File: config.mk
export PLATFORM = sky130hd
export DESIGN_NAME = tws_top
export DESIGN_NICKNAME = d
export VERILOG_FILES = /design/src/shared/tws_pkg.sv /design/src/shared/tws_bus_if.sv /design/src/hdl/tws_sync.sv /design/src/hdl/tws_rx.sv /design/src/hdl/tws_top.sv
export SDC_FILE = /design/constraint.sdc
export NUM_CORES = 1
export LEC_CHECK = 0
export BUFFER_PORTS_ARGS = -buffer_cell sky130_fd_sc_hd__buf_2
export CORE_MARGIN = 1
export CORE_UTILIZATION = 50
export DETAILED_ROUTE_END_ITERATION = 8
export PLACE_DENSITY = 0.82
export SLEW_MARGIN = 20
export SYNTH_ARGS = -nofsm -noshare
export SYNTH_HDL_FRONTEND = slang
export SYNTH_SLANG_ARGS = --single-unit
File: constraint.sdc
create_clock -name pclk -period 4.03 [get_ports pclk]
set_input_delay 0.806 -clock pclk [delete_from_list [all_inputs] [get_ports pclk]]
set_output_delay 0.806 -clock pclk [all_outputs]
set_load 0.02 [all_outputs]
File: src/shared/tws_pkg.sv
/*
 Constants, status codes, register map and state encoding for the two-wire
 slave receiver. Assumes a 50 MHz pclk and an APB master with 32-bit data.
*/
// Overview of operation
// - status codes read with prescaler bits zero or masked to zero
// - respond only when received 7-bit address equals own address upper bits or is an enabled general call
// - own address bit 0 enables general call response, clear ignores it
// - await own or general call address; direction 0 receive, 1 transmit (here direction 1 is not acked; only a one-cycle slave_transmit_mode pulse)
// - after own address with write, set step flag and valid status code
// - entering receive after lost arbitration reports the arbitration-lost codes
// - ack enable cleared mid transfer gives not-acknowledge after next data byte
// - ack enable zero: no address ack, keep monitoring, resume when set
// - in deep sleep still recognise and ack address using bus clock edges
// - sleep address match wakes part, holds clock low until flag cleared
// - data register need not hold last bus byte after waking
// - after address acked, resuming with ack enable clear nacks next byte
package tws_pkg;
    // ==========================================
    // register map (byte addresses)
    localparam logic [7:0] ADR_OWN = 8'h00;
    localparam logic [7:0] ADR_CTL = 8'h04;
    localparam logic [7:0] ADR_STS = 8'h08;
    localparam logic [7:0] ADR_DAT = 8'h0c;
    localparam logic [7:0] ADR_IRQ = 8'h10;
    localparam logic [7:0] ADR_MSK = 8'h14;
    // ==========================================
    // control field positions
    localparam int CTL_FLAG = 7;
    localparam int CTL_ACK = 6;
    localparam int CTL_STA = 5;
    localparam int CTL_STO = 4;
    localparam int CTL_WCOL = 3;
    localparam int CTL_EN = 2;
    localparam int CTL_IE = 0;
    // ==========================================
    // status register layout and codes
    localparam logic [7:0] CODE_MASK = 8'hf8;
    localparam logic [1:0] PRESC_RST = 2'h0;
    localparam logic [7:0] SC_OWN_W_ACK = 8'h60;
    localparam logic [7:0] SC_ARB_OWN_W = 8'h68;
    localparam logic [7:0] SC_GC_ACK = 8'h70;
    localparam logic [7:0] SC_ARB_GC = 8'h78;
    localparam logic [7:0] SC_DATA_ACK = 8'h80;
    localparam logic [7:0] SC_DATA_NACK = 8'h88;
    localparam logic [7:0] SC_GC_DATA_ACK = 8'h90;
    localparam logic [7:0] SC_GC_DATA_NACK = 8'h98;
    localparam logic [7:0] SC_STOP_RS = 8'ha0;
    localparam logic [7:0] SC_NO_INFO = 8'hf8;
    // ==========================================
    // misc
    localparam logic [6:0] GC_ADDR = 7'h00;
    localparam logic [3:0] BITS_PER_BYTE = 4'd8;
    localparam logic [7:0] OWN_RST = 8'h00;
    localparam int IRQ_W = 3;
    localparam int IRQ_ADDR = 0;
    localparam int IRQ_DATA = 1;
    localparam int IRQ_STOP = 2;
    typedef enum logic [5:0] {
        TWS_IDLE = 6'b000001,
        TWS_ADDR = 6'b000010,
        TWS_AACK = 6'b000100,
        TWS_DATA = 6'b001000,
        TWS_DACK = 6'b010000,
        TWS_HOLD = 6'b100000
    } tws_state_t;
endpackage : tws_pkg

File: src/shared/tws_bus_if.sv
/*
 Bus event bundle between the pin synchroniser and its users.
 Assumes every signal is on pclk, already synchronised.
*/
`timescale 1ns/1ns
interface tws_bus_if;
    logic scl_rise;
    logic scl_fall;
    logic start_det;
    logic stop_det;
    logic sda_lvl;
    modport src (output scl_rise, output scl_fall, output start_det, output stop_det,
                 output sda_lvl);
    modport dst (input scl_rise, input scl_fall, input start_det, input stop_det,
                 input sda_lvl);
endinterface : tws_bus_if

File: src/hdl/tws_sync.sv
/*
 Two-flop synchroniser for scl and sda plus edge, start and stop detection.
 Assumes the bus pins are asynchronous to pclk and slower than pclk / 4.
*/
`timescale 1ns/1ns
module tws_sync (
    input wire logic pclk,
    input wire logic presetn,
    input wire logic scl_in,
    input wire logic sda_in,
    tws_bus_if.src ev
);
    // bit 0 scl, bit 1 sda; bus idles high
    logic [1:0] meta_ff;
    logic [1:0] sync_ff;
    logic [1:0] prev_ff;

    // ==========================================
    // synchroniser; meta_ff feeds only sync_ff
    always_ff @(posedge pclk or negedge presetn) begin
        if (!presetn) begin
            meta_ff <= 2'h3;
            sync_ff <= 2'h3;
            prev_ff <= 2'h3;
        end else begin
            meta_ff <= {sda_in, scl_in};
            sync_ff <= meta_ff;
            prev_ff <= sync_ff;
        end
    end

    // ==========================================
    // edges and bus conditions
    assign ev.scl_rise = sync_ff[0] & ~prev_ff[0];
    assign ev.scl_fall = ~sync_ff[0] & prev_ff[0];
    assign ev.start_det = sync_ff[0] & prev_ff[0] & prev_ff[1] & ~sync_ff[1];
    assign ev.stop_det = sync_ff[0] & prev_ff[0] & ~prev_ff[1] & sync_ff[1];
    assign ev.sda_lvl = sync_ff[1];
endmodule : tws_sync

File: src/hdl/tws_rx.sv
/*
 Bit counter and shift register for one received byte.
 Assumes clr is pulsed by the controller after each acknowledge bit.
*/
`timescale 1ns/1ns
module tws_rx (
    input wire logic pclk,
    input wire logic presetn,
    input wire logic clr,
    tws_bus_if.dst ev,
    output logic [7:0] rx_byte,
    output logic [3:0] bit_cnt
);
    import tws_pkg::*;

    // ==========================================
    // sample sda on scl rise, msb first; count saturates at a full byte
    always_ff @(posedge pclk or negedge presetn) begin
        if (!presetn) begin
            rx_byte <= 8'h00;
            bit_cnt <= 4'h0;
        end else if (clr || ev.start_det) begin
            bit_cnt <= 4'h0;
        end else if (ev.scl_rise && bit_cnt != BITS_PER_BYTE) begin
            rx_byte <= {rx_byte[6:0], ev.sda_lvl};
            bit_cnt <= bit_cnt + 4'h1;
        end
    end
endmodule : tws_rx

File: src/hdl/tws_top.sv
/*
 Two-wire slave receiver with APB register access and a masked interrupt.
 Assumes an external master transmitter, open-drain pins resolved outside,
 and a same-clock arbitration-lost level from the master logic.
*/
// The APB register port and the placing of the registers were decided locally.
`timescale 1ns/1ns
module tws_top (
    input wire logic pclk,
    input wire logic presetn,
    input wire logic psel,
    input wire logic penable,
    input wire logic pwrite,
    input wire logic [7:0] paddr,
    input wire logic [31:0] pwdata,
    output logic [31:0] prdata,
    output logic pready,
    output logic pslverr,
    input wire logic scl_in,
    output logic scl_out,
    output logic scl_oe,
    input wire logic sda_in,
    output logic sda_out,
    output logic sda_oe,
    input wire logic deep_sleep,
    input wire logic arb_lost_in,
    output logic wake_req,
    output logic slave_transmit_mode,
    output logic irq
);
    import tws_pkg::*;

    // ==========================================
    // declarations
    tws_bus_if ev ();
    tws_state_t state_ff;
    logic [7:0] rx_byte;
    logic [3:0] bit_cnt;
    logic [7:0] own_bus_address_ff;
    logic step_done_flag_ff;
    logic ack_enable_ff;
    logic start_request_ff;
    logic stop_request_ff;
    logic write_collision_ff;
    logic interface_enable_ff;
    logic irq_enable_ff;
    logic [7:0] code_ff;
    logic [1:0] presc_ff;
    logic [7:0] bus_data_byte_ff;
    logic [IRQ_W-1:0] irq_sts_ff;
    logic [IRQ_W-1:0] irq_msk_ff;
    logic sda_drv_ff;
    logic gc_ff;
    logic nack_ff;
    logic addressed_ff;
    logic wake_ff;
    logic rd_dir_pulse_ff;
    logic [31:0] prdata_ff;
    logic slverr_ff;
    logic wr_en;
    logic setup;
    logic byte_end;
    logic ack_end;
    logic own_hit;
    logic gc_hit;
    logic ev_addr;
    logic ev_data;
    logic ev_stop;
    logic flag_clr;
    logic [IRQ_W-1:0] irq_set;

    // general call hit gated by the enable bit in own address bit 0
    function automatic logic gc_match(input logic [7:0] b, input logic [7:0] own);
        gc_match = (b[7:1] == GC_ADDR) && own[0];
    endfunction : gc_match

    // register hit decode, used only by the error answer; the read mux decodes paddr itself
    function automatic logic addr_mapped(input logic [7:0] a);
        addr_mapped = (a == ADR_OWN) || (a == ADR_CTL) || (a == ADR_STS) ||
                      (a == ADR_DAT) || (a == ADR_IRQ) || (a == ADR_MSK);
    endfunction : addr_mapped

    // ==========================================
    // sub blocks
    tws_sync u_sync (
        .pclk(pclk),
        .presetn(presetn),
        .scl_in(scl_in),
        .sda_in(sda_in),
        .ev(ev)
    );

    tws_rx u_rx (
        .pclk(pclk),
        .presetn(presetn),
        .clr(ack_end),
        .ev(ev),
        .rx_byte(rx_byte),
        .bit_cnt(bit_cnt)
    );

    // ==========================================
    // bus decode and events
    assign setup = psel & ~penable;
    assign wr_en = psel & penable & pwrite;
    assign byte_end = ev.scl_fall && (bit_cnt == BITS_PER_BYTE);
    assign ack_end = ev.scl_fall && (state_ff == TWS_AACK || state_ff == TWS_DACK);
    assign own_hit = rx_byte[7:1] == own_bus_address_ff[7:1];
    assign gc_hit = gc_match(rx_byte, own_bus_address_ff);
    assign ev_addr = ack_end && state_ff == TWS_AACK;
    assign ev_data = ack_end && state_ff == TWS_DACK;
    assign ev_stop = addressed_ff && state_ff != TWS_HOLD && (ev.stop_det || ev.start_det);
    // a software write of one clears the flag
    assign flag_clr = wr_en && paddr == ADR_CTL && pwdata[CTL_FLAG];
    assign irq_set = {ev_stop, ev_data, ev_addr};

    // ==========================================
    // main receive sequence
    always_ff @(posedge pclk or negedge presetn) begin
        if (!presetn) begin
            state_ff <= TWS_IDLE;
        end else if (!interface_enable_ff) begin
            state_ff <= TWS_IDLE;
        end else if (ev.start_det && state_ff != TWS_HOLD) begin
            state_ff <= TWS_ADDR;
        end else if (ev.stop_det && state_ff != TWS_HOLD) begin
            state_ff <= TWS_IDLE;
        end else begin
            case (state_ff)
                TWS_IDLE: state_ff <= TWS_IDLE;
                TWS_ADDR: begin
                    // disabled ack leaves us idle but still watching for starts
                    if (byte_end) begin
                        if (ack_enable_ff && (own_hit || gc_hit) && !rx_byte[0]) begin
                            state_ff <= TWS_AACK;
                        end else begin
                            state_ff <= TWS_IDLE;
                        end
                    end
                end
                TWS_AACK: if (ev.scl_fall) state_ff <= TWS_HOLD;
                TWS_DATA: if (byte_end) state_ff <= TWS_DACK;
                TWS_DACK: if (ev.scl_fall) state_ff <= TWS_HOLD;
                TWS_HOLD: begin
                    // leave only once software has cleared the flag or disabled the interface
                    if (!step_done_flag_ff) begin
                        state_ff <= nack_ff ? TWS_IDLE : TWS_DATA;
                    end
                end
                default: state_ff <= TWS_IDLE;
            endcase
        end
    end

    // ==========================================
    // sda drive for acknowledge bits
    always_ff @(posedge pclk or negedge presetn) begin
        if (!presetn) begin
            sda_drv_ff <= 1'b0;
            nack_ff <= 1'b0;
        end else if (state_ff == TWS_ADDR && byte_end) begin
            sda_drv_ff <= interface_enable_ff && ack_enable_ff && (own_hit || gc_hit) &&
                          !rx_byte[0];
            nack_ff <= 1'b0;
        end else if (state_ff == TWS_DATA && byte_end) begin
            // ack enable sampled as the byte ends, so clearing it mid byte nacks it
            sda_drv_ff <= ack_enable_ff;
            nack_ff <= !ack_enable_ff;
        end else if (ack_end || ev.start_det || ev.stop_det) begin
            sda_drv_ff <= 1'b0;
        end
    end

    // ==========================================
    // addressing context and transmit-direction pulse
    always_ff @(posedge pclk or negedge presetn) begin
        if (!presetn) begin
            gc_ff <= 1'b0;
            addressed_ff <= 1'b0;
            rd_dir_pulse_ff <= 1'b0;
        end else begin
            rd_dir_pulse_ff <= state_ff == TWS_ADDR && byte_end && ack_enable_ff &&
                           interface_enable_ff && own_hit && rx_byte[0];
            if (state_ff == TWS_ADDR && byte_end) begin
                gc_ff <= gc_hit && !own_hit;
            end
            if (ev_addr) begin
                addressed_ff <= 1'b1;
            end else if (state_ff == TWS_IDLE || ev_stop) begin
                addressed_ff <= 1'b0;
            end
        end
    end

    // ==========================================
    // status code; prescaler bits live beside it in the low bits
    always_ff @(posedge pclk or negedge presetn) begin
        if (!presetn) begin
            code_ff <= SC_NO_INFO;
        end else if (ev_addr) begin
            if (gc_ff) begin
                code_ff <= arb_lost_in ? SC_ARB_GC : SC_GC_ACK;
            end else begin
                code_ff <= arb_lost_in ? SC_ARB_OWN_W : SC_OWN_W_ACK;
            end
        end else if (ev_data) begin
            if (gc_ff) begin
                code_ff <= nack_ff ? SC_GC_DATA_NACK : SC_GC_DATA_ACK;
            end else begin
                code_ff <= nack_ff ? SC_DATA_NACK : SC_DATA_ACK;
            end
        end else if (ev_stop) begin
            code_ff <= SC_STOP_RS;
        end else if (state_ff == TWS_HOLD && !step_done_flag_ff) begin
            code_ff <= SC_NO_INFO;
        end
    end

    // ==========================================
    // step flag: hardware set wins over a same-cycle software clear
    always_ff @(posedge pclk or negedge presetn) begin
        if (!presetn) begin
            step_done_flag_ff <= 1'b0;
        end else if (ev_addr || ev_data || ev_stop) begin
            step_done_flag_ff <= 1'b1;
        end else if (flag_clr) begin
            step_done_flag_ff <= 1'b0;
        end
    end

    // ==========================================
    // wake request: raised on an address taken while asleep
    always_ff @(posedge pclk or negedge presetn) begin
        if (!presetn) begin
            wake_ff <= 1'b0;
        end else if (ev_addr && deep_sleep) begin
            wake_ff <= 1'b1;
        end else if (flag_clr) begin
            wake_ff <= 1'b0;
        end
    end

    // ==========================================
    // writable registers
    always_ff @(posedge pclk or negedge presetn) begin
        if (!presetn) begin
            own_bus_address_ff <= OWN_RST;
            ack_enable_ff <= 1'b0;
            start_request_ff <= 1'b0;
            stop_request_ff <= 1'b0;
            interface_enable_ff <= 1'b0;
            irq_enable_ff <= 1'b0;
            presc_ff <= PRESC_RST;
            irq_msk_ff <= '0;
        end else if (wr_en) begin
            case (paddr)
                ADR_OWN: own_bus_address_ff <= pwdata[7:0];
                ADR_CTL: begin
                    ack_enable_ff <= pwdata[CTL_ACK];
                    // master requests are only stored for read-back; no logic here acts on them
                    start_request_ff <= pwdata[CTL_STA];
                    stop_request_ff <= pwdata[CTL_STO];
                    interface_enable_ff <= pwdata[CTL_EN];
                    irq_enable_ff <= pwdata[CTL_IE];
                end
                ADR_STS: presc_ff <= pwdata[1:0];
                ADR_MSK: irq_msk_ff <= pwdata[IRQ_W-1:0];
                default: presc_ff <= presc_ff;
            endcase
        end
    end

    // ==========================================
    // data byte and write collision
    always_ff @(posedge pclk or negedge presetn) begin
        if (!presetn) begin
            bus_data_byte_ff <= 8'h00;
            write_collision_ff <= 1'b0;
        end else if (state_ff == TWS_DATA && byte_end) begin
            // only data bytes land here; address bytes seen asleep never do
            bus_data_byte_ff <= rx_byte;
        end else if (wr_en && paddr == ADR_DAT) begin
            write_collision_ff <= !step_done_flag_ff;
            if (step_done_flag_ff) begin
                bus_data_byte_ff <= pwdata[7:0];
            end
        end
    end

    // ==========================================
    // sticky interrupt causes, write one to clear, set wins
    always_ff @(posedge pclk or negedge presetn) begin
        if (!presetn) begin
            irq_sts_ff <= '0;
        end else if (wr_en && paddr == ADR_IRQ) begin
            irq_sts_ff <= (irq_sts_ff & ~pwdata[IRQ_W-1:0]) | irq_set;
        end else begin
            irq_sts_ff <= irq_sts_ff | irq_set;
        end
    end

    // ==========================================
    // apb read data and error captured in the setup cycle, zero wait
    always_ff @(posedge pclk or negedge presetn) begin
        if (!presetn) begin
            prdata_ff <= 32'h0000_0000;
            slverr_ff <= 1'b0;
        end else if (setup) begin
            slverr_ff <= !addr_mapped(paddr);
            case (paddr)
                ADR_OWN: prdata_ff <= {24'h0, own_bus_address_ff};
                ADR_CTL: prdata_ff <= {24'h0, step_done_flag_ff, ack_enable_ff,
                                       start_request_ff, stop_request_ff,
                                       write_collision_ff, interface_enable_ff,
                                       1'b0, irq_enable_ff};
                // software masks the low bits to see the bare code
                ADR_STS: prdata_ff <= {24'h0, (code_ff & CODE_MASK) | {6'h0, presc_ff}};
                ADR_DAT: prdata_ff <= {24'h0, bus_data_byte_ff};
                ADR_IRQ: prdata_ff <= {29'h0, irq_sts_ff};
                ADR_MSK: prdata_ff <= {29'h0, irq_msk_ff};
                default: prdata_ff <= 32'h0000_0000;
            endcase
        end
    end

    // ==========================================
    // outputs; pins are open drain, out tied low
    assign prdata = prdata_ff;
    assign pready = psel & penable;
    assign pslverr = psel & penable & slverr_ff;
    assign scl_out = 1'b0;
    assign sda_out = 1'b0;
    assign scl_oe = state_ff == TWS_HOLD; // long wake-ups block the bus
    assign sda_oe = sda_drv_ff;
    assign wake_req = wake_ff;
    assign slave_transmit_mode = rd_dir_pulse_ff;
    assign irq = (|(irq_sts_ff & irq_msk_ff)) | (step_done_flag_ff & irq_enable_ff);

    // ==========================================
    // assertions
    a_flag_after_event: assert property (@(posedge pclk) disable iff (!presetn)
        (ev_addr || ev_data) |=> step_done_flag_ff && scl_oe)
        else $error("flag or clock hold missing after acknowledge");
    a_hold_until_clear: assert property (@(posedge pclk) disable iff (!presetn)
        (state_ff == TWS_HOLD && !step_done_flag_ff) |=> !scl_oe)
        else $error("clock still held after flag clear");
    a_data_nack: assert property (@(posedge pclk) disable iff (!presetn)
        (state_ff == TWS_DATA && byte_end && !ack_enable_ff && !ev.start_det &&
         !ev.stop_det) |=> !sda_oe ##1 nack_ff)
        else $error("data byte acked with ack enable clear");
    a_data_ack: assert property (@(posedge pclk) disable iff (!presetn)
        (state_ff == TWS_DATA && byte_end && ack_enable_ff && interface_enable_ff &&
         !ev.start_det && !ev.stop_det) |=> sda_oe && state_ff == TWS_DACK)
        else $error("data byte not acked with ack enable set");
    a_addr_mismatch: assert property (@(posedge pclk) disable iff (!presetn)
        (state_ff == TWS_ADDR && byte_end && !own_hit && !gc_hit) |=> !sda_oe)
        else $error("foreign address acknowledged");
    a_gc_disabled: assert property (@(posedge pclk) disable iff (!presetn)
        (state_ff == TWS_ADDR && byte_end && rx_byte[7:1] == GC_ADDR &&
         !own_bus_address_ff[0] && !own_hit) |=> !sda_oe)
        else $error("general call acked while disabled");
    a_ack_disabled: assert property (@(posedge pclk) disable iff (!presetn)
        (state_ff == TWS_ADDR && byte_end && !ack_enable_ff) |=> !sda_oe ##1 !sda_oe)
        else $error("address acked with ack enable clear");
    a_read_dir: assert property (@(posedge pclk) disable iff (!presetn)
        (state_ff == TWS_ADDR && byte_end && rx_byte[0] && !ev.start_det &&
         interface_enable_ff) |=> state_ff == TWS_IDLE && !sda_oe)
        else $error("read direction entered receive");
    a_arb_code: assert property (@(posedge pclk) disable iff (!presetn)
        (ev_addr && arb_lost_in && !gc_ff) |=> code_ff == SC_ARB_OWN_W)
        else $error("arbitration-lost code missing");
    a_wake_holds: assert property (@(posedge pclk) disable iff (!presetn)
        wake_ff |-> scl_oe && step_done_flag_ff)
        else $error("wake without clock hold");
endmodule : tws_top

==> Word-level counts from Yosys, hierarchy flattened <==
Cells that the tools add are included.
{ "classes": {"n_reduce_logical": 67, "n_shift": 0, "n_eq_ne": 19, "mul": 0, "n_bitwise": 26, "n_addsub": 1, "muxes": 37, "n_lt_le_gt_ge": 0, "div": 0} }
{ "op_table": {"columns": ["operator", "count"], "rows": [
  ["2-to-1 mux 8 bit", 7],
  ["case mux 8 bit (6 select lines)", 1],
  ["2-to-1 mux 6 bit", 7],
  ["logical AND 1 bit", 28],
  ["2-to-1 mux 4 bit", 7],
  ["case mux 6 bit (4 select lines)", 1],
  ["== test 8 x 4 -> 1 bit, second input constant", 2],
  ["== test 8 x 5 -> 1 bit, second input constant", 2],
  ["AND reduction 2 bit", 7],
  ["nonzero test 2 bit", 7],
  ["logical OR 1 bit", 13],
  ["bitwise AND 1 bit", 12],
  ["2-to-1 mux 1 bit", 10],
  ["2-to-1 mux 5 bit", 2],
  ["!= test 5 x 3 -> 1 bit, second input constant", 2],
  ["!= test 5 bit, second input constant", 2],
  ["== test 8 x 3 -> 1 bit, second input constant", 1],
  ["zero test 8 bit", 1],
  ["bitwise OR 8 x 2 -> 8 bit", 1],
  ["== test 7 bit", 1],
  ["zero test 7 bit", 1],
  ["NOT 1 bit", 7],
  ["bitwise AND 3 bit", 2],
  ["== test 6 x 1 -> 1 bit, second input constant", 1],
  ["other kinds (19)", 25]
]} }
{ "totals": {"ramBits": 0, "word_cells": 177, "romBits": 0, "output_inout_bits": 41, "regBits": 102, "n_memories": 0, "latch_bits": 0} }

==> Logic depth before layout (Yosys ltp) <==
Gate-level depths: netlist of the first run.
{ "logic_depth": {"ltp_word": 11, "ltp_mapped": 8} }

==> Cells and area by module <==
A second synthesis of the first run with hierarchy kept.
{ "hier_totals": {"cells_unflattened": 358, "area_unflattened_um2": 3960.0} }
{ "by_module_without_submodules": {"columns": ["module", "area_per_inst_um2", "seq_area_each_um2", "cells_per_inst", "instances"], "rows": [
  ["tws_top", 3210.6, 1433.9, 306, 1],
  ["tws_rx", 559.3, 300.3, 42, 1],
  ["tws_sync", 190.2, 157.7, 10, 1]
]} }

==> Worst setup path after synthesis of the first run <==
OpenSTA, ideal clock, no wires.
{ "synth_timing": {"kind": "in2reg", "from": "input paddr[4]", "to": "register own_bus_address_ff[0]", "path_slack_ps": 1845, "t_arrival_ps": 2061, "setup_time_ps": 125, "path_stages": 5, "n_path_buf": 1, "required_ps": 3905, "cell_sequence": "buf_6 > nor4_2 > nand2_1 > nor2_4 > mux2_2"} }
{ "synth_via": {"elab_chain_len": 2} }
{ "synth_rtl": {"columns": ["item", "line_no", "rtl"], "rows": [
  ["start: declaration", "tws_top.sv:14", "input wire logic [7:0] paddr,"],
  ["zero test 8 bit", "tws_top.sv:256", "case (paddr)"],
  ["AND reduction 2 bit (no source line)", null, null],
  ["end signal: assignment", "tws_top.sv:257", "ADR_OWN: own_bus_address_ff <= pwdata[7:0];"],
  ["end: declaration", "tws_top.sv:39", "logic [7:0] own_bus_address_ff;"]
]} }
Every way passes these cells.
A chain may end at the register's enable or synchronous reset.

==> Worst setup path in the final report of the first run <==
{ "layout_timing": {"from": "register u_sync.prev_ff[0]", "to": "register bus_data_byte_ff[7]"} }
{ "layout_via": {"elab_chain_len": 5} }
{ "layout_rtl": {"columns": ["item", "line_no", "rtl"], "rows": [
  ["start: declaration", "tws_sync.sv:16", "logic [1:0] prev_ff;"],
  ["start signal: assignment", "tws_sync.sv:28", "prev_ff <= sync_ff;"],
  ["bitwise AND 1 bit *", "tws_sync.sv:35", "assign ev.scl_fall = ~sync_ff[0] & prev_ff[0];"],
  ["logical AND 1 bit *", "tws_top.sv:106", "assign byte_end = ev.scl_fall && (bit_cnt == BITS_PER_BYTE);"],
  ["logical AND 1 bit *", "tws_top.sv:279", "end else if (state_ff == TWS_DATA && byte_end) begin"],
  ["nonzero test 2 bit (no source line)", null, null],
  ["AND reduction 2 bit (no source line)", null, null],
  ["end signal: assignment", "tws_top.sv:281", "bus_data_byte_ff <= rx_byte;"],
  ["end signal: assignment", "tws_top.sv:285", "bus_data_byte_ff <= pwdata[7:0];"],
  ["end: declaration", "tws_top.sv:49", "logic [7:0] bus_data_byte_ff;"]
]} }
Mark *: on every way between the ends. The rest lies on a longest branch, timed or not.

==> flow_summary.ini, run 1 <==
[run_status]
outcome = finished, final reports clean

[clocking]
cts_sinks = 75
tritoncts.num_buffers = 9
cts.hold.buffers_added = 0
clock_tree.buffer_depth = 2
cts.clk_slew.worst_paths_ns = 0.08
cts_tree = built
htree_num_levels = 3
clockRootBuffer = sky130_fd_sc_hd__clkbuf_8
cts.repair.resized = 0
cts_setup_buffers = 0
insertion_delay_ns = 0.36

[setup_path]
cp.required_ns = 4.31
worst_setup_path_end_kind = flip-flop
worst_path_max_delay_cell = sky130_fd_sc_hd__nand4_1
crit_arrival_ns = 2.93
path_max_fanout = 16
worst-path-buf-inv = 0
largest_delay_share_family_worst_path = simple AND/OR/NAND/NOR gates
criticalPathCategory = flip-flop to flip-flop
slowest_delay_ns = 0.83
critical_path.cell_chain = nor2b_1 -> nand4_1 -> o21ai_4 -> nor2_1 -> a21oi_1
setup.worst_path.start_class = flip-flop

[logic_synthesis]
netlist_top_cells_area = sky130_fd_sc_hd__dfrtp_1 (40%), sky130_fd_sc_hd__dfstp_2 (8.0%), sky130_fd_sc_hd__mux2_2 (6.3%), sky130_fd_sc_hd__buf_4 (5.1%), sky130_fd_sc_hd__mux2i_1 (4.5%)
synth_top_area_share_pct = 39.8
synthMostInstantiatedCell = sky130_fd_sc_hd__dfrtp_1
async_s_r_ff_share_synth_pct = 100
netlist.top_cell.by_area = sky130_fd_sc_hd__dfrtp_1
synth_flop_cell = sky130_fd_sc_hd__dfrtp_1
ys_seq_area_share_pct = 47.8
synthCells = 377
synthesis.yosys.warnings = 0
ys_ff_latch = 75
ys_types = 63
synth_area_per_cell_um2 = 10.5
syn-cell-area_um2 = 3960
synth_common_cells = sky130_fd_sc_hd__dfrtp_1 (63), sky130_fd_sc_hd__nand2_1 (48), sky130_fd_sc_hd__buf_4 (27)
synth-edff-count = 0

[floorplanning]
core_region_area_um2 = 7690
top_level_ports = 90
start_util_pct = 51.5
std_cell_rows = 32
fp.dieH_um = 91.0
die_w_um = 91.0
design.die.area_um2 = 8280

[power_and_ir_drop]
power.ir.vdd_worst_mv = 0.261
p_leak_nw = 2.16
power.density_cell_area_nw_per_um2 = 381

[timing]
unrepaired_setup_endpoints_after_global_routing = false
fin_skew_ns = 0.00882
max_slew.worst_pin.slew_ns = 0.941
timing.max_slew.rel_slack_pct = 37.1
max_slew_violation_total_from_the_final_report = 0
final_critical_path_setup_slack_ns = 1.38
period_share_pct = 65.7
setup_tns_ns = 0
setup_viol = 0
max_freq_mhz = 378
period_needed_ns = 2.65
final_hold_viol_count = 0

[routing]
detail_route.wirelength_mm = 8.80
detailed_router_s_first_iteration_violation_count = 229
antenna_left = 0
routed_wire_length_per_instance_um = 16.7
vias = 2970
drc_errors = 0
drtPass1Iterations = 4
vias_per_cell = 5.64

[placed_design]
place_hpwl_mm = 6.44
buffer_ports.inserted = 39
detailedPlace.worstSlack_ns = 1.42
place.gp.congestion = 0.880

[cells_and_area]
num_antenna_cells = 0
layout-area-overhead-vs-synth_pct = 9.76
fillers = 672
design.final.nets = 471
post_route_cells_drive_above_1_share_pct = 25.4

[worst_hold_path]
hold_class = flip-flop to flip-flop

[grt]
grt_start_max_net_pins = 52
grt_pass1_vias = 2953
first_pass_grt_wire_length_mm = 14.5
grtUsageTotal_pct = 22.8
gr-total-overflow = 0
antenna_violations_before_repair = 0

[job]
max_cap_violations = 0
## state kept, by name (all words and copies together) (netlist names), 2 cells and up
name	count
irq_msk_ff	3
u_rx.bit_cnt	4
prdata	8
u_sync.sync_ff	2
presc_ff	2
state_ff	6
own_bus_address_ff	8
irq_sts_ff	3
u_rx.rx_byte	8
u_sync.prev_ff	2
u_sync.meta_ff	2
bus_data_byte_ff	8
code_ff	5
## path summary, 6_finish.rpt
kind,startpoint,to,slack [ns],cells past startpoint
max,u_sync.prev_ff[0],bus_data_byte_ff[7],1.38,5
max reg2reg,u_sync.prev_ff[0],bus_data_byte_ff[7],1.38,5
min in group asynchronous,presetn,u_rx.bit_cnt[3],0.47,1
min reg2reg,u_sync.meta_ff[0],u_sync.sync_ff[0],0.36,0
min,u_sync.meta_ff[0],u_sync.sync_ff[0],0.36,0
max in group asynchronous,presetn,irq_msk_ff[2],2.93,2
## where the power goes
group	internal (mW)	switching, mW
Clock	0.300	0.280
Sequential	0.802	0.0605
Combinational	0.0776	0.138
## cells in the final DEF (no fill, tap or decap), types with 12 or more instances in the layout
cell	instances
sky130_fd_sc_hd__dfrtp_1	63
sky130_fd_sc_hd__nand2_1	48
sky130_fd_sc_hd__buf_2	38
sky130_fd_sc_hd__conb_1	26
sky130_fd_sc_hd__mux2_2	22
sky130_fd_sc_hd__nor2_1	21
sky130_fd_sc_hd__mux2i_1	18
sky130_fd_sc_hd__a21oi_1	15
sky130_fd_sc_hd__o21ai_0	12
sky130_fd_sc_hd__dfstp_2	12
## routing by layer
layer | vias to the layer above | routed length [um] | track usage, %
met1 | 1459 | 3800 | 29.6
li1 | 1388 | - | -
met4 | 0 | 211 | 11.0
met2 | 107 | 4320 | 36.6
met3 | 16 | 480 | 4.77
met5 | - | 0 | 0
## per-stage QoR
stage	utilization (%)	instance area, um2	power (mW)	hold WS, ns	std cells
floorplan	-	4060	1.02	0.345	402
global placement	54.0	4150	1.08	0.346	511
detailed placement	54.0	4150	1.09	0.349	511
CTS	56.5	4350	1.67	0.360	527
global route	56.6	4350	1.73	0.362	527
finish	56.6	4350	1.66	0.359	527
## cells by family (layout without fill, tap and decap cells)
| family | Yosys count | in the layout | synth area share [%] |
|---|---|---|---|
| fa+ha+maj | 2 | 2 | 0.632 |
| simple gates | 127 | 127 | 17.3 |
| buf+inv | 45 | 68 | 7.23 |
| compound gates | 75 | 75 | 13.5 |
| flops | 75 | 75 | 47.8 |
| other cells | 1 | 26 | 0.0947 |
| xor+xnor | 12 | 12 | 2.65 |
| mux | 40 | 40 | 10.8 |
## final cells by class
| type | instances | area (um2) | area share, % |
|---|---|---|---|
| clock inverters | 5 | 52.6 | 1.21 |
| flip-flops and latches | 75 | 1890 | 43.5 |
| clock buffers | 11 | 141 | 3.25 |
| repair buffers | 42 | 220 | 5.06 |
| well taps | 102 | 128 | 2.94 |
| multi-input cells | 282 | 1880 | 43.2 |
| inverters | 10 | 37.5 | 0.863 |
Power figures use the tool's default switching activity.
==> run 2: changes to the inputs <==
ABC_AREA = 1   (was unset)
CORE_UTILIZATION = 49   (was 50)
PLACE_DENSITY = 0.83   (was 0.82)
clock period = 2.1 ns   (was 4.03 ns; I/O delays follow)
==> run 2 against run 1 <==
Flip-flop and latch count unchanged. Clock skew increased by 0.0046 ns. Routed wire length increased by 3.9%. Critical path depth decreased by 1. Worst hold slack got worse by 0.30 ns. Clock power increased by 100%. Worst setup slack got worse by 1.2 ns. Critical endpoint is now scl_oe. Largest cell class unchanged. Highest routed layer unchanged.
==> flow_summary.ini, run 2 <==
[floorplanning]
die_w_um = 92.7
start_util_pct = 51.4
std_cell_rows = 32
core_region_area_um2 = 7850
design.die.area_um2 = 8590
fp.dieH_um = 92.7
top_level_ports = 90

[grt]
antenna_violations_before_repair = 0
grt_start_max_net_pins = 26
first_pass_grt_wire_length_mm = 15.4
grtUsageTotal_pct = 23.3
grt_pass1_vias = 3368
gr-total-overflow = 0

[clocking]
clock_tree.buffer_depth = 2
tritoncts.num_buffers = 9
cts.hold.buffers_added = 0
insertion_delay_ns = 0.36
cts_setup_buffers = 0
htree_num_levels = 3
cts.repair.resized = 0
cts.clk_slew.worst_paths_ns = 0.09
clockRootBuffer = sky130_fd_sc_hd__clkbuf_8
cts_tree = built
cts_sinks = 75

[logic_synthesis]
synthMostInstantiatedCell = sky130_fd_sc_hd__nand2_1
synth_common_cells = sky130_fd_sc_hd__nand2_1 (178), sky130_fd_sc_hd__dfrtp_1 (63), sky130_fd_sc_hd__inv_1 (50)
synthesis.yosys.warnings = 0
async_s_r_ff_share_synth_pct = 100
syn-cell-area_um2 = 4030
synth_flop_cell = sky130_fd_sc_hd__dfrtp_1
ys_ff_latch = 75
synth_area_per_cell_um2 = 7.71
ys_types = 36
synthCells = 523
synth-edff-count = 0
synth_top_area_share_pct = 39.1
netlist.top_cell.by_area = sky130_fd_sc_hd__dfrtp_1
netlist_top_cells_area = sky130_fd_sc_hd__dfrtp_1 (39%), sky130_fd_sc_hd__nand2_1 (17%), sky130_fd_sc_hd__dfstp_2 (7.8%), sky130_fd_sc_hd__o21ai_0 (5.0%), sky130_fd_sc_hd__buf_4 (4.8%)
ys_seq_area_share_pct = 46.9

[routing]
drtPass1Iterations = 5
detailed_router_s_first_iteration_violation_count = 278
routed_wire_length_per_instance_um = 13.5
drc_errors = 0
vias_per_cell = 5.17
detail_route.wirelength_mm = 9.15
vias = 3498
antenna_left = 0

[power_and_ir_drop]
power.density_cell_area_nw_per_um2 = 720
comb_power_share_pct = 13.0
p_leak_nw = 2.29
power.sequential.fraction_pct = 50.5
clockPowerShare_pct = 36.4
internal_power_mw = 2.25
swShare_pct = 30.2
switchingPower_uw = 977
power.ir.vdd_worst_mv = 0.588

[timing]
max_slew_violation_total_from_the_final_report = 0
period_needed_ns = 1.91
setup_viol = 0
unrepaired_setup_endpoints_after_global_routing = false
timing.hold.ws_ns = 0.0578
max_freq_mhz = 523
setup_tns_ns = 0
final_hold_viol_count = 0
fin_skew_ns = 0.0134
max_slew.worst_pin.slew_ns = 0.623
period_share_pct = 91.0
timing.max_slew.rel_slack_pct = 58.4

[setup_path]
criticalPathCategory = flip-flop to output pin
cp.required_ns = 1.68
crit_arrival_ns = 1.49
setup.worst_path.start_class = flip-flop
path_max_fanout = 8
worst_setup_path_end_kind = output pin
r2r_cells = 10

[run_status]
outcome = finished, final reports clean

[cells_and_area]
num_antenna_cells = 0
mostFrequentLayoutCell = sky130_fd_sc_hd__nand2_1
post_route_cells_drive_above_1_share_pct = 19.0
most-common-layout-cells = sky130_fd_sc_hd__nand2_1 (178), sky130_fd_sc_hd__dfrtp_1 (63), sky130_fd_sc_hd__inv_1 (50)
design.final.nets = 621
layout-area-overhead-vs-synth_pct = 11.3

[job]
max_cap_violations = 0

[placed_design]
place_hpwl_mm = 6.84
place.gp.congestion = 0.898
buffer_ports.inserted = 39

[worst_hold_path]
hold_class = input pin to async pin
[run 2: changes by cell type after synthesis, moves of 9 or more]
cell	change
sky130_fd_sc_hd__mux2i_1	-18
sky130_fd_sc_hd__o211ai_1	+10
sky130_fd_sc_hd__o21ai_0	+28
sky130_fd_sc_hd__inv_1	+41
sky130_fd_sc_hd__nor2_1	+24
sky130_fd_sc_hd__a21oi_1	-11
sky130_fd_sc_hd__inv_2	+9
sky130_fd_sc_hd__nand3_1	+12
sky130_fd_sc_hd__nand2_1	+130
sky130_fd_sc_hd__nand4_1	+9
sky130_fd_sc_hd__mux2_2	-22
[run 2: area by class of cell]
| class | count | area (um2) |
|---|---|---|
| Fill cell | 717 | 3360 |
| Timing Repair Buffer | 46 | 273 |
| Tap cell | 102 | 128 |
| Inverter | 60 | 225 |
| Sequential cell | 75 | 1890 |
| Multi-Input combinational cell | 378 | 1760 |
| Clock inverter | 7 | 83.8 |
| Clock buffer | 9 | 124 |
[run 2: per-stage QoR]
step / utilization (%) / std cells / instance area (um2) / worst slack [ns] / total power [mW]
6_report: 57.2 / 677 / 4490 / 0.189 / 3.23
3_3_place_gp: 54.5 / 661 / 4280 / 0.266 / 2.05
3_5_place_dp: 54.5 / 661 / 4280 / 0.202 / 2.08
5_1_grt: 57.2 / 677 / 4490 / 0.0962 / 3.37
4_1_cts: 57.2 / 677 / 4490 / 0.184 / 3.24
2_1_floorplan: - / 548 / 4130 / 0.529 / 1.96
[run 2: power groups by stage]
stage	clock network [mW]	logic (mW)	registers, mW
floorplan	0	0.324	1.64
global placement	0	0.403	1.65
detailed placement	0	0.423	1.66
CTS	1.18	0.426	1.63
global route	1.24	0.489	1.64
finish	1.18	0.422	1.63
[run 2: cells by family (layout without fill, tap and decap cells)]
group	count (synthesis)	count (layout)	synth area share [%]
adder cells (fa/ha/maj)	2	2	0.621
AND/OR/NAND/NOR	280	280	30.3
XOR/XNOR	3	3	0.652
AO/OA/AOI/OAI	67	67	9.65
buffers and inverters	95	122	11.7
flip-flops	75	75	46.9
other	1	26	0.0930
[run 2: worst max-delay path: stages, from the launching register on]
cell	delay, ns
sky130_fd_sc_hd__dfrtp_1	0.44
sky130_fd_sc_hd__nor2_4	0.21
sky130_fd_sc_hd__nand2_2	0.09
sky130_fd_sc_hd__nor2_4	0.19
sky130_fd_sc_hd__buf_2	0.20
[run 2: worst paths after layout]
check                                  start             endpoint  slack [ns]
max                              state_ff[1]               scl_oe        0.19
min                                  presetn  bus_data_byte_ff[5]        0.06
max reg2reg                  u_rx.bit_cnt[0]  bus_data_byte_ff[2]        0.29
min reg2reg                u_sync.meta_ff[0]    u_sync.sync_ff[0]        0.36
max in group asynchronous            presetn           code_ff[7]        1.41
min in group pclk                     scl_in    u_sync.meta_ff[0]        0.15
[run 2: routing by layer]
layer  wire length (um)  track usage, %
met1               3830            28.2
met2               4500            39.8
met3                518            4.93
met4                305            11.0
met5                  0               0
==> run 3: changes to the inputs <==
--- a/config.mk
+++ b/config.mk
@@ -9,2 +9,3 @@
 export BUFFER_PORTS_ARGS = -buffer_cell sky130_fd_sc_hd__buf_2
+export CORE_ASPECT_RATIO = 1.1
 export CORE_MARGIN = 1
==> constraint.sdc (replaced) <==
create_clock -name pclk -period 2.1 [get_ports pclk]
set_input_delay 0.315 -clock pclk [delete_from_list [all_inputs] [get_ports pclk]]
set_output_delay 0.315 -clock pclk [all_outputs]
set_load 0.02 [all_outputs]
==> run 3 against run 2 <==
Non-clock buffer count down 1. Critical path depth is 6 higher. Sequential power about the same. Clock-buffer cell count rose by 1. Utilization down 0.49 points. Highest routed layer unchanged. Clock power rose by 14%. Clock skew fell by 0.0037 ns. Die area is essentially flat. Critical endpoint is now bus_data_byte_ff[7]. Largest power group unchanged. Via count decreased by 0.26%. Sequential share of layout area fell by 0.21 points. Register-to-register slack lost 0.03 ns. Routed wire length fell by 3.5%. Largest cell class unchanged.
==> flow_summary.ini, run 3 (synthesis gave the netlist of run 2 again) <==
[run_status]
outcome = finished, final reports clean

[worst_hold_path]
worstHoldStart = scl_in
whs_path_depth = 1
hold_class = input pin to flip-flop
hold_end = u_sync.meta_ff[0]

[routing]
antenna_left = 0
vias_per_cell = 5.12
drtPass1Iterations = 5
detailed_router_s_first_iteration_violation_count = 253
vias = 3489
detail_route.wirelength_mm = 8.83
routed_wire_length_per_instance_um = 12.9
drc_errors = 0

[setup_path]
critical_path.reg2reg.endpoint = bus_data_byte_ff[7]
worst_path_max_delay_cell = sky130_fd_sc_hd__dfrtp_1
r2r_start = u_rx.bit_cnt[0]
path_max_fanout = 18
worst_setup_path_end_kind = flip-flop
crit_arrival_ns = 2.10
critical-path-top-cell-by-count = sky130_fd_sc_hd__nand2_1
slowest_delay_ns = 0.40
criticalPathCategory = flip-flop to flip-flop
setup.worst_path.start_class = flip-flop
timing.reg2reg.setup_slack_ns = 0.26
r2r_cells = 10
critical_path.cell_chain = inv_1 -> ha_1 -> nand2_1 -> nor2_1 -> nand2_2 -> nor2_2 -> buf_4 -> a31oi_2 -> nand2_1 -> nand2_1
cp.required_ns = 2.36

[timing]
timing.hold.ws_ns = 0.0517
max_freq_mhz = 543
timing.max_slew.rel_slack_pct = 65.5
unrepaired_setup_endpoints_after_global_routing = false
max_slew.worst_pin.slew_ns = 0.517
setup_viol = 0
period_share_pct = 87.7
final_hold_viol_count = 0
fin_skew_ns = 0.00964
period_needed_ns = 1.84
setup_tns_ns = 0
max_slew_violation_total_from_the_final_report = 0

[cells_and_area]
most-common-layout-cells = sky130_fd_sc_hd__nand2_1 (178), sky130_fd_sc_hd__dfrtp_1 (63), sky130_fd_sc_hd__inv_1 (50)
design.final.nets = 620
num_antenna_cells = 0
mostFrequentLayoutCell = sky130_fd_sc_hd__nand2_1
post_route_cells_drive_above_1_share_pct = 18.5
layout-area-overhead-vs-synth_pct = 11.8

[power_and_ir_drop]
comb_power_share_pct = 12.3
clockPowerShare_pct = 39.5
power.ir.vdd_worst_mv = 0.635
p_leak_nw = 2.30
power.density_cell_area_nw_per_um2 = 751
power.sequential.fraction_pct = 48.1
internal_power_mw = 2.47
swShare_pct = 27.0
switchingPower_uw = 912

[clocking]
cts.clk_slew.worst_paths_ns = 0.08
cts_setup_buffers = 0
clockRootBuffer = sky130_fd_sc_hd__clkbuf_8
cts.repair.resized = 0
cts.hold.buffers_added = 1
tritoncts.num_buffers = 9
htree_num_levels = 3
cts_tree = built
clock_tree.buffer_depth = 2
cts_sinks = 75
insertion_delay_ns = 0.36

[grt]
gr-total-overflow = 0
grt_pass1_vias = 3389
grtUsageTotal_pct = 23.1
grt_start_max_net_pins = 55
first_pass_grt_wire_length_mm = 15.2
antenna_violations_before_repair = 0

[floorplanning]
design.die.area_um2 = 8590
die_w_um = 88.5
fp.dieH_um = 97.1
std_cell_rows = 34
core_region_area_um2 = 7960
start_util_pct = 50.7
top_level_ports = 90

[job]
max_cap_violations = 0

[placed_design]
place_hpwl_mm = 6.56
buffer_ports.inserted = 39
place.gp.congestion = 0.912
run 3: cell count changes in the layout (fill, tap and decap cells not counted), sizes merged:
cell,before,now
bufinv,1,3
dlygate4sd3,0,1
clkbuf,9,10
inv,64,61
buf,46,44
clkinv,1,2
clkinvlp,1,0
run 3: layer usage:
| layer | part of all wire (%) | global-route usage, % | up-vias |
|---|---|---|---|
| met1 | 41 | 28.6 | 1614 |
| met2 | 48 | 36.1 | 142 |
| met5 | 0 | 0 | - |
| li1 | - | - | 1689 |
| met3 | 6.0 | 4.33 | 44 |
| met4 | 4.7 | 15.6 | 0 |
run 3: final cells by class:
type | count | area (um2)
Fill cell | 710 | 3450
Sequential cell | 75 | 1890
Timing Repair Buffer | 45 | 255
Tap cell | 108 | 135
Clock inverter | 6 | 113
Inverter | 60 | 225
Multi-Input combinational cell | 378 | 1760
Clock buffer | 10 | 128
run 3: worst max-delay path by stage:
stage	startpoint	cells past startpoint	slack, ns	end
floorplan	u_rx.bit_cnt[0]	11	0.53	bus_data_byte_ff[5]
global placement	u_rx.bit_cnt[0]	10	0.34	bus_data_byte_ff[3]
detailed placement	u_rx.bit_cnt[0]	10	0.29	bus_data_byte_ff[7]
CTS	u_rx.bit_cnt[0]	10	0.27	bus_data_byte_ff[7]
global route	u_rx.bit_cnt[1]	10	0.1	bus_data_byte_ff[0]
finish	u_rx.bit_cnt[0]	10	0.26	bus_data_byte_ff[7]
run 3: worst max-delay path: cells and delay by family, from the launching register on:
kind / cells / cell delay [ns]
AO/OA/AOI/OAI: 1 / 0.13
adder cells (fa/ha/maj): 1 / 0.15
buffers and inverters: 2 / 0.34
flip-flops: 1 / 0.40
AND/OR/NAND/NOR: 6 / 0.71
run 3: per-stage QoR:
step | instance area, um2 | power, mW | setup WS (ns) | utilization [%] | cells
floorplan | 4130 | 1.96 | 0.529 | - | 548
global placement | 4260 | 2.05 | 0.342 | 53.5 | 665
detailed placement | 4260 | 2.07 | 0.288 | 53.5 | 665
CTS | 4510 | 3.40 | 0.266 | 56.7 | 682
global route | 4510 | 3.54 | 0.0979 | 56.7 | 682
finish | 4510 | 3.39 | 0.259 | 56.7 | 682
run 3: power groups by stage:
stage	combinational (mW)	clock [mW]	sequential (mW)
3_5_place_dp	0.415	0	1.66
3_3_place_gp	0.399	0	1.65
5_1_grt	0.485	1.41	1.64
2_1_floorplan	0.324	0	1.64
6_report	0.417	1.34	1.63
4_1_cts	0.421	1.35	1.63
